`src/rx_mon_pkg.sv`:
```
// receive optical monitor register bank: constants, offsets, reset values
// assumes a 16-bit management register port in front of this bank
package rx_mon_pkg;

  localparam int DW = 16;
  localparam int N_ATT = 2;
  localparam int N_PD = 8;
  localparam int N_CH = 4;
  localparam int N_POL = 2;
  // lanes of the statistics engines, one engine per lane: atten, diodes, channels, polarizations
  localparam int L_ATT = 0;
  localparam int L_PD = 2;
  localparam int L_CH = 10;
  localparam int L_POL = 14;
  localparam int N_LANE = 16;

  localparam logic [15:0] ADDR_ATTEN_MAX_PM = 16'hbb9d;
  localparam logic [15:0] ADDR_DRIVE_SIGNAL = 16'hbb9f;
  localparam logic [15:0] ADDR_CODE_MIN_ATTEN = 16'hbba1;
  localparam logic [15:0] ADDR_CODE_MAX_ATTEN = 16'hbba3;
  localparam logic [15:0] ADDR_DIODE_NOW = 16'hbba5;
  localparam logic [15:0] ADDR_DIODE_AVG_PM = 16'hbbad;
  localparam logic [15:0] ADDR_CHAN_NOW = 16'hbbb5;
  localparam logic [15:0] ADDR_CHAN_AVG_PM = 16'hbbb9;
  localparam logic [15:0] ADDR_POLAR_NOW = 16'hbbbd;
  localparam logic [15:0] ADDR_POLAR_AVG_PM = 16'hbbbf;
  localparam logic [15:0] ADDR_POLAR_MIN_PM = 16'hbbc1;
  localparam logic [15:0] ADDR_POLAR_MAX_PM = 16'hbbc3;
  localparam logic [15:0] ADDR_TEMPERATURE = 16'hbbc5;

  localparam logic [15:0] RESET_VALUE = 16'h0000;
  localparam logic [15:0] UNMAPPED_VALUE = 16'h0000;
  localparam logic [15:0] SAT_MAX = 16'hffff;
  // plain defaults for the attenuator converter endpoints
  localparam logic [15:0] DEF_CODE_MIN_ATTEN = 16'h0000;
  localparam logic [15:0] DEF_CODE_MAX_ATTEN = 16'hffff;

  // running average: x/16 weight per sample, 4 fraction bits kept
  localparam int EMA_SHIFT = 4;
  localparam int EMA_W = DW + EMA_SHIFT;

endpackage : rx_mon_pkg

```
`src/rx_optical_monitor_regs.sv`:
```
// receive optical monitor register bank with interval statistics
// drive registers feed the attenuator converter; all other registers are read-only
// assumes measurements and strobes come from logic on mclk; a 16-bit
// management register port (frame decoding lives upstream) reaches it
`timescale 1ns/1ps
`default_nettype none

module rx_optical_monitor_regs #(
  parameter logic [15:0] CODE_MIN_ATTEN_0 = rx_mon_pkg::DEF_CODE_MIN_ATTEN,
  parameter logic [15:0] CODE_MIN_ATTEN_1 = rx_mon_pkg::DEF_CODE_MIN_ATTEN,
  parameter logic [15:0] CODE_MAX_ATTEN_0 = rx_mon_pkg::DEF_CODE_MAX_ATTEN,
  parameter logic [15:0] CODE_MAX_ATTEN_1 = rx_mon_pkg::DEF_CODE_MAX_ATTEN
) (
  input wire logic mclk,
  input wire logic rst,
  input wire logic [15:0] reg_addr,
  input wire logic reg_wr,
  input wire logic reg_rd,
  input wire logic [rx_mon_pkg::DW-1:0] reg_wdata,
  output logic [rx_mon_pkg::DW-1:0] reg_rdata,
  output logic reg_rvalid,
  input wire logic meas_valid,
  input wire logic [rx_mon_pkg::N_ATT-1:0][rx_mon_pkg::DW-1:0] atten_meas,
  input wire logic [rx_mon_pkg::N_PD-1:0][rx_mon_pkg::DW-1:0] diode_meas,
  input wire logic [rx_mon_pkg::DW-1:0] temp_meas,
  input wire logic performance_monitor_interval,
  input wire logic [rx_mon_pkg::N_ATT-1:0] attenuation_closed_loop_enable,
  input wire logic [rx_mon_pkg::N_ATT-1:0][rx_mon_pkg::DW-1:0] loop_drive,
  output logic [rx_mon_pkg::N_ATT-1:0][rx_mon_pkg::DW-1:0] atten_dac_code
);
  import rx_mon_pkg::*;

  // ----------------------------------------------------------------
  // present values
  // ----------------------------------------------------------------
  // lane buses gather per-lane flops by continuous assigns, so every flop keeps a single writer
  wire [N_LANE-1:0][DW-1:0] lane_in;
  wire [N_LANE-1:0][DW-1:0] now_r;
  logic [DW-1:0] temp_r;
  wire [N_LANE-1:0][DW-1:0] avg_pm_r;
  wire [N_LANE-1:0][DW-1:0] min_pm_r;
  wire [N_LANE-1:0][DW-1:0] max_pm_r;

  genvar g;
  generate
    for (g = 0; g < N_ATT; g++)
    begin : g_att_in
      assign lane_in[L_ATT+g] = atten_meas[g];
    end
    for (g = 0; g < N_PD; g++)
    begin : g_pd_in
      assign lane_in[L_PD+g] = diode_meas[g];
    end
    // channel sums its positive and negative diode, saturating
    // a saturated sum reads full scale instead of wrapping to a small current
    for (g = 0; g < N_CH; g++)
    begin : g_ch_in
      wire [DW:0] ch_sum;
      assign ch_sum = {1'b0, diode_meas[2*g]} + {1'b0, diode_meas[2*g+1]};
      assign lane_in[L_CH+g] = ch_sum[DW] ? SAT_MAX : ch_sum[DW-1:0];
    end
    // polarization sums its I and Q channel
    for (g = 0; g < N_POL; g++)
    begin : g_pol_in
      wire [DW:0] pol_sum;
      assign pol_sum = {1'b0, lane_in[L_CH+2*g]} + {1'b0, lane_in[L_CH+2*g+1]};
      assign lane_in[L_POL+g] = pol_sum[DW] ? SAT_MAX : pol_sum[DW-1:0];
    end
  endgenerate

  // ----------------------------------------------------------------
  // temperature
  // ----------------------------------------------------------------
  always_ff @(posedge mclk or posedge rst)
  begin
    if (rst)
    begin
      temp_r <= RESET_VALUE;
    end
    else if (meas_valid)
    begin
      temp_r <= temp_meas;
    end
  end

  // ----------------------------------------------------------------
  // interval statistics, one engine per lane
  // ----------------------------------------------------------------
  // a sample arriving on the boundary cycle opens the new interval
  generate
    for (g = 0; g < N_LANE; g++)
    begin : g_stat
      logic [DW-1:0] cur_r;
      logic [EMA_W-1:0] ema_r;
      logic [DW-1:0] run_min_r;
      logic [DW-1:0] run_max_r;
      logic seen_r;
      logic [DW-1:0] avg_r;
      logic [DW-1:0] lo_r;
      logic [DW-1:0] hi_r;
      wire [DW-1:0] x = lane_in[g];
      wire signed [EMA_W:0] ema_diff = $signed({1'b0, x, {EMA_SHIFT{1'b0}}}) - $signed({1'b0, ema_r});
      wire signed [EMA_W:0] ema_step = ema_diff >>> EMA_SHIFT;
      wire [EMA_W-1:0] ema_upd = EMA_W'(ema_r + ema_step[EMA_W-1:0]);
      wire [DW-1:0] min_upd = (!seen_r || x < run_min_r) ? x : run_min_r;
      wire [DW-1:0] max_upd = (!seen_r || x > run_max_r) ? x : run_max_r;
      wire pm_edge = performance_monitor_interval;
      // the average is never cleared, so it keeps smoothing across boundaries
      wire [DW-1:0] cur_nxt = meas_valid ? x : cur_r;
      wire [EMA_W-1:0] ema_nxt = meas_valid ? ema_upd : ema_r;
      // extremes restart from the boundary sample; a clear seen_r marks an empty interval
      wire [DW-1:0] run_min_nxt = pm_edge ? x : meas_valid ? min_upd : run_min_r;
      wire [DW-1:0] run_max_nxt = pm_edge ? x : meas_valid ? max_upd : run_max_r;
      wire seen_nxt = pm_edge ? meas_valid : (seen_r || meas_valid);
      wire [DW-1:0] avg_nxt = pm_edge ? ema_r[EMA_W-1:EMA_SHIFT] : avg_r;
      wire [DW-1:0] lo_nxt = pm_edge ? (seen_r ? run_min_r : RESET_VALUE) : lo_r;
      wire [DW-1:0] hi_nxt = pm_edge ? (seen_r ? run_max_r : RESET_VALUE) : hi_r;

      // sample path
      always_ff @(posedge mclk or posedge rst)
      begin
        if (rst)
        begin
          cur_r <= RESET_VALUE;
          ema_r <= '0;
        end
        else
        begin
          cur_r <= cur_nxt;
          ema_r <= ema_nxt;
        end
      end

      // running extremes of the open interval
      always_ff @(posedge mclk or posedge rst)
      begin
        if (rst)
        begin
          run_min_r <= RESET_VALUE;
          run_max_r <= RESET_VALUE;
          seen_r <= 1'b0;
        end
        else
        begin
          run_min_r <= run_min_nxt;
          run_max_r <= run_max_nxt;
          seen_r <= seen_nxt;
        end
      end

      // results of the closed interval
      always_ff @(posedge mclk or posedge rst)
      begin
        if (rst)
        begin
          avg_r <= RESET_VALUE;
          lo_r <= RESET_VALUE;
          hi_r <= RESET_VALUE;
        end
        else
        begin
          avg_r <= avg_nxt;
          lo_r <= lo_nxt;
          hi_r <= hi_nxt;
        end
      end

      assign now_r[g] = cur_r;
      assign avg_pm_r[g] = avg_r;
      assign min_pm_r[g] = lo_r;
      assign max_pm_r[g] = hi_r;
    end
  endgenerate

  // ----------------------------------------------------------------
  // attenuator drive
  // ----------------------------------------------------------------
  logic [N_ATT-1:0][DW-1:0] drive_r;
  wire [N_ATT-1:0][DW-1:0] drive_nxt;
  wire [N_ATT-1:0][DW-1:0] code_nxt;
  wire [N_ATT-1:0][DW-1:0] code_min = {CODE_MIN_ATTEN_1, CODE_MIN_ATTEN_0};
  wire [N_ATT-1:0][DW-1:0] code_max = {CODE_MAX_ATTEN_1, CODE_MAX_ATTEN_0};

  generate
    for (g = 0; g < N_ATT; g++)
    begin : g_drive
      wire wr_hit = reg_wr && (reg_addr == 16'(ADDR_DRIVE_SIGNAL + g));
      wire up = code_max[g] >= code_min[g];
      wire [DW-1:0] span = up ? DW'(code_max[g] - code_min[g]) : DW'(code_min[g] - code_max[g]);
      // full drive scale spans the converter range; one count never exceeds one code step
      wire [2*DW-1:0] scaled = drive_r[g] * span;
      wire [DW-1:0] offs = scaled[2*DW-1:DW];
      // the closed loop owns the drive; a host write that meets it is dropped
      assign drive_nxt[g] = attenuation_closed_loop_enable[g] ? loop_drive[g] :
        wr_hit ? reg_wdata : drive_r[g];
      assign code_nxt[g] = up ? DW'(code_min[g] + offs) : DW'(code_min[g] - offs);
    end
  endgenerate

  // drive registers, one writer for both instances
  always_ff @(posedge mclk or posedge rst)
  begin
    if (rst)
    begin
      drive_r <= {N_ATT{RESET_VALUE}};
    end
    else
    begin
      drive_r <= drive_nxt;
    end
  end

  // converter code lags the drive register by one cycle
  always_ff @(posedge mclk or posedge rst)
  begin
    if (rst)
    begin
      atten_dac_code <= {N_ATT{DEF_CODE_MIN_ATTEN}};
    end
    else
    begin
      atten_dac_code <= code_nxt;
    end
  end

  // ----------------------------------------------------------------
  // read decode
  // ----------------------------------------------------------------
  // writes outside the drive pair fall through untouched
  wire [15:0] o_att = 16'(reg_addr - ADDR_ATTEN_MAX_PM);
  wire [15:0] o_drv = 16'(reg_addr - ADDR_DRIVE_SIGNAL);
  wire [15:0] o_cmin = 16'(reg_addr - ADDR_CODE_MIN_ATTEN);
  wire [15:0] o_cmax = 16'(reg_addr - ADDR_CODE_MAX_ATTEN);
  wire [15:0] o_pdn = 16'(reg_addr - ADDR_DIODE_NOW);
  wire [15:0] o_pda = 16'(reg_addr - ADDR_DIODE_AVG_PM);
  wire [15:0] o_chn = 16'(reg_addr - ADDR_CHAN_NOW);
  wire [15:0] o_cha = 16'(reg_addr - ADDR_CHAN_AVG_PM);
  wire [15:0] o_pon = 16'(reg_addr - ADDR_POLAR_NOW);
  wire [15:0] o_poa = 16'(reg_addr - ADDR_POLAR_AVG_PM);
  wire [15:0] o_pomin = 16'(reg_addr - ADDR_POLAR_MIN_PM);
  wire [15:0] o_pomax = 16'(reg_addr - ADDR_POLAR_MAX_PM);

  wire h_att = reg_addr >= ADDR_ATTEN_MAX_PM && o_att < 16'(N_ATT);
  wire h_drv = reg_addr >= ADDR_DRIVE_SIGNAL && o_drv < 16'(N_ATT);
  wire h_cmin = reg_addr >= ADDR_CODE_MIN_ATTEN && o_cmin < 16'(N_ATT);
  wire h_cmax = reg_addr >= ADDR_CODE_MAX_ATTEN && o_cmax < 16'(N_ATT);
  wire h_pdn = reg_addr >= ADDR_DIODE_NOW && o_pdn < 16'(N_PD);
  wire h_pda = reg_addr >= ADDR_DIODE_AVG_PM && o_pda < 16'(N_PD);
  wire h_chn = reg_addr >= ADDR_CHAN_NOW && o_chn < 16'(N_CH);
  wire h_cha = reg_addr >= ADDR_CHAN_AVG_PM && o_cha < 16'(N_CH);
  wire h_pon = reg_addr >= ADDR_POLAR_NOW && o_pon < 16'(N_POL);
  wire h_poa = reg_addr >= ADDR_POLAR_AVG_PM && o_poa < 16'(N_POL);
  wire h_pomin = reg_addr >= ADDR_POLAR_MIN_PM && o_pomin < 16'(N_POL);
  wire h_pomax = reg_addr >= ADDR_POLAR_MAX_PM && o_pomax < 16'(N_POL);
  wire h_temp = reg_addr == ADDR_TEMPERATURE;

  // ----------------------------------------------------------------
  // read select
  // ----------------------------------------------------------------
  // windows never overlap, so the priority order carries no meaning

  wire [DW-1:0] rd_mux =
    h_att ? max_pm_r[L_ATT + int'(o_att[0])] :
    h_drv ? drive_r[o_drv[0]] :
    h_cmin ? code_min[o_cmin[0]] :
    h_cmax ? code_max[o_cmax[0]] :
    h_pdn ? now_r[L_PD + int'(o_pdn[2:0])] :
    h_pda ? avg_pm_r[L_PD + int'(o_pda[2:0])] :
    h_chn ? now_r[L_CH + int'(o_chn[1:0])] :
    h_cha ? avg_pm_r[L_CH + int'(o_cha[1:0])] :
    h_pon ? now_r[L_POL + int'(o_pon[0])] :
    h_poa ? avg_pm_r[L_POL + int'(o_poa[0])] :
    h_pomin ? min_pm_r[L_POL + int'(o_pomin[0])] :
    h_pomax ? max_pm_r[L_POL + int'(o_pomax[0])] :
    h_temp ? temp_r :
    UNMAPPED_VALUE;

  // ----------------------------------------------------------------
  // read port
  // ----------------------------------------------------------------
  // read data holds between reads so a slow host may pick it up late
  wire [DW-1:0] rdata_nxt = reg_rd ? rd_mux : reg_rdata;

  always_ff @(posedge mclk or posedge rst)
  begin
    if (rst)
    begin
      reg_rvalid <= 1'b0;
    end
    else
    begin
      reg_rvalid <= reg_rd;
    end
  end

  always_ff @(posedge mclk or posedge rst)
  begin
    if (rst)
    begin
      reg_rdata <= RESET_VALUE;
    end
    else
    begin
      reg_rdata <= rdata_nxt;
    end
  end

endmodule : rx_optical_monitor_regs

`default_nettype wire

```
`config.mk`:
```
export PLATFORM = sky130hd
export DESIGN_NAME = rx_optical_monitor_regs
export DESIGN_NICKNAME = d
export VERILOG_FILES = /design/src/rx_mon_pkg.sv /design/src/rx_optical_monitor_regs.sv
export SDC_FILE = /design/constraint.sdc
export NUM_CORES = 2
export LEC_CHECK = 0
export BUFFER_PORTS_ARGS = -buffer_cell sky130_fd_sc_hd__buf_2
export CORE_MARGIN = 2
export CORE_UTILIZATION = 69
export CTS_CLUSTER_DIAMETER = 60
export DETAILED_ROUTE_END_ITERATION = 6
export PLACE_DENSITY = 0.87
export SLEW_MARGIN = 40
export SYNTH_ARGS = -nofsm -noshare
export SYNTH_HDL_FRONTEND = slang
export SYNTH_SLANG_ARGS = --single-unit
```
`constraint.sdc`:
```
create_clock -name mclk -period 59.4 [get_ports mclk]
set_clock_uncertainty 0.15 [all_clocks]
set_input_delay 2.97 -clock mclk [delete_from_list [all_inputs] [get_ports mclk]]
set_output_delay 2.97 -clock mclk [all_outputs]
set_load 0.01 [all_outputs]
```
==> reports/qor.txt <==
Status: finished, final reports clean
Register Area: 0.0282 mm2
Class of the worst hold path: flop to flop
#FFs+latches synth: 1,125
Area grow syn2layout: 8.78%
Max stage delay cell, worst path: inv_1
Final #Nets: 10.8k
# fillers: 8,727
Fin cells: 11.3k
DRT iter0 DRCs: 8,780
Io pins: 297
Crit Path Category: input port to flop
Final setup vio count: 0
R2R Path End: atten_dac_code[15]
Startpoint types: input port
Multi-input logic area: 0.0583 mm2
WL per Instance: 26.6 um
Post-CTS resize count: 0
RSZ-0062 raised after global routing: no
Sink of the worst hold path: g_stat[15].lo_r[10]
Crit path max fanout: 22
YS warnings: 0
Crit path DAT: 13,000 ps
Skew-Pair Late Insertion Delay: 800 ps
Max Used Layer: met5
Final Hold Vio Count: 0
Wire length on met2: 130 mm
Fraction of layout cells with a size suffix above 1: 0.159
TritonCTS Buffers: 139
Worst slew pin tran: 950 ps
Max Clock Freq: 0.0804 GHz
CTS sink cnt: 1,125
Dpl hpwl: 228 mm
CP max stage delay: 560 ps
Largest net degree at the start of global routing: 195
RR Startpoint: drive_r[13]
Clk root buf: clkbuf_16
Clock Path Buffers: 3
WL met3: 32.8 mm
Avg Inst Size Synth: 9.91 um2
Fin Setup TNS: 0 ps
Post-CTS Setup Inserts: 0
M1 WL: 108 mm
HP Start: g_stat[15].lo_r[10]
Via count: 75.7k
Sequential cell area fraction in the yosys report: 0.309
WL final: 299 mm
Min Clock Period, post-route: 12,440 ps
Syn nets: 10.7k
Total of max-cap violations: 0
CTS tree: yes
Worst Reg-to-Reg Cells: 21
Syn Inst Count: 9,192
Clock-pin slew on the worst setup and hold paths: 50 ps
Routability cong.: 1.04
Total congestion overflow: 0
# DRC: 0
Starting Density: 0.693
Placement Rows: 133
ANT nets after route: 0
GRT Overall Usage: 0.442
Port Buffers: 296
Period utilisation layout: 0.209
Core Region: 0.131 mm2
R2R Setup Slk: 52,100 ps
DRT Pass-1 Iters: 7
Dpl cells: 11.0k
First-pass GRT wire length: 453 mm
Cts hold-fix bufs: 0
H-Tree Depth: 4
Synth unique cells: 91
Fin. max-slew vios: 0
Synthesized area: 0.0910 mm2
Worst slew margin: 0.367
Die X: 367 um
Min-Delay Path Depth: 1
Die Span Y: 367 um
Ys flop type: dfrtp_1
Worst Setup End Kind: flop
Antenna violations before repair: 47
Async set or reset register ratio after synthesis: 1.00
Post-synth EDFFs: 0
Worst path required time: 59,970 ps
Vias in the first global route: 75.8k
Full die area: 0.135 mm2
Routed vias/inst: 6.72
[synth_stat cells, types with 22 or more instances]
cell	n	area (um2)
o22ai_1	25	156
o2bb2ai_1	48	420
nand2_1	511	1920
nor2b_1	81	507
buf_2	53	265
a211oi_1	84	631
a21oi_1	454	2270
nor3_1	194	971
a21o_1	172	1290
mux2_2	620	6980
a21boi_0	29	218
inv_1	884	3320
o2111ai_1	22	193
o211ai_1	45	338
ha_1	943	11800
and3_1	68	425
nor2_1	645	2420
dfrtp_1	1125	28200
fa_1	270	5410
o21ai_0	504	2520
nand2b_1	85	532
buf_1	25	93.8
o21bai_1	56	420
clkbuf_1	216	811
xor2_1	150	1310
a211o_1	38	333
a31oi_1	96	601
mux2i_1	194	1940
nor4_1	25	156
and2_1	52	325
nand4_1	42	263
mux4_2	192	4320
or3_1	75	469
nand3_1	178	891
o21a_1	143	1070
xnor2_1	435	3810
or2_2	53	332
o221ai_1	23	201
[cells in the final DEF (no fill, tap or decap), types with 192 or more instances in the layout]
master	count
a21oi_1	452
buf_2	292
dfrtp_1	1125
fa_1	270
ha_1	941
inv_1	882
mux2_2	620
mux2i_1	193
mux4_2	192
nand2_1	511
nor2_1	644
nor3_1	193
o21ai_0	504
xnor2_1	435
[flip-flops by register name, summed over array words and instances (netlist names)]
register / flops
g_stat.seen_r: 4
reg_rvalid: 1
temp_r: 16
drive_r: 32
g_stat.run_min_r: 32
g_stat.lo_r: 32
g_stat.run_max_r: 64
g_stat.cur_r: 256
atten_dac_code: 32
g_stat.avg_r: 256
g_stat.hi_r: 64
g_stat.ema_r: 320
reg_rdata: 16
[worst max-delay path by stage]
| stage | start | to | slack [ps] | cells after the start |
|---|---|---|---|---|
| after floorplan | rst | atten_dac_code[0] | 24600 | 1 |
| after global placement | diode_meas[48] | g_stat[14].ema_r[19] | 46650 | 41 |
| after detailed placement | diode_meas[48] | g_stat[14].ema_r[19] | 46490 | 41 |
| after CTS | diode_meas[48] | g_stat[14].ema_r[19] | 47210 | 41 |
| after global routing | diode_meas[32] | g_stat[14].ema_r[19] | 46330 | 41 |
| final | diode_meas[48] | g_stat[14].ema_r[19] | 46960 | 41 |
[cell type report]
type | count | area share
antenna | 25 | 0.000632
clock buffer | 186 | 0.0401
clock inverter | 64 | 0.00754
inverter | 892 | 0.0339
multi-input combinational | 6862 | 0.589
sequential | 1125 | 0.284
tap | 1755 | 0.0222
timing repair buffer | 361 | 0.0227
[stage by stage]
step	hold slack [ps]	utilization	instance area, um2	setup WS [ps]
floorplan	301	-	91000	24600
global placement	319	0.716	94000	46650
detailed placement	320	0.716	94100	46490
CTS	338	0.752	98800	47210
global route	345	0.754	99000	46330
finish	336	0.754	99000	46960
[metal layers]
layer  GRT usage  up-vias
met3       0.128     1264
met4       0.341       60
met1       0.538    36945
li1            -    33184
met2       0.663     4286
met5      0.0139        -
[cells by family (layout without fill, tap and decap cells)]
family,count (synthesis),in the layout,share of synthesized area
simple gates,2079,2079,0.108
fa+ha+maj,1213,1213,0.189
compound gates,1979,1979,0.141
xor+xnor,585,585,0.0563
buf+inv,1205,1503,0.0513
flops,1125,1125,0.309
mux,1006,1006,0.146
other cells,0,25,0
[critical path, delay by kind of cell]
kind                       cells  cell delay [ps]
xor gates and xnor gates       2              270
AOI/OAI and AO/OA             24             5540
muxes                          1              240
adders and majority gates      5             1660
and+or+nand+nor                7             1630
buffers and inverters          2              690
Power is not shown: default switching activity piles up to over one toggle a cycle in this logic, so the estimate is an artifact.
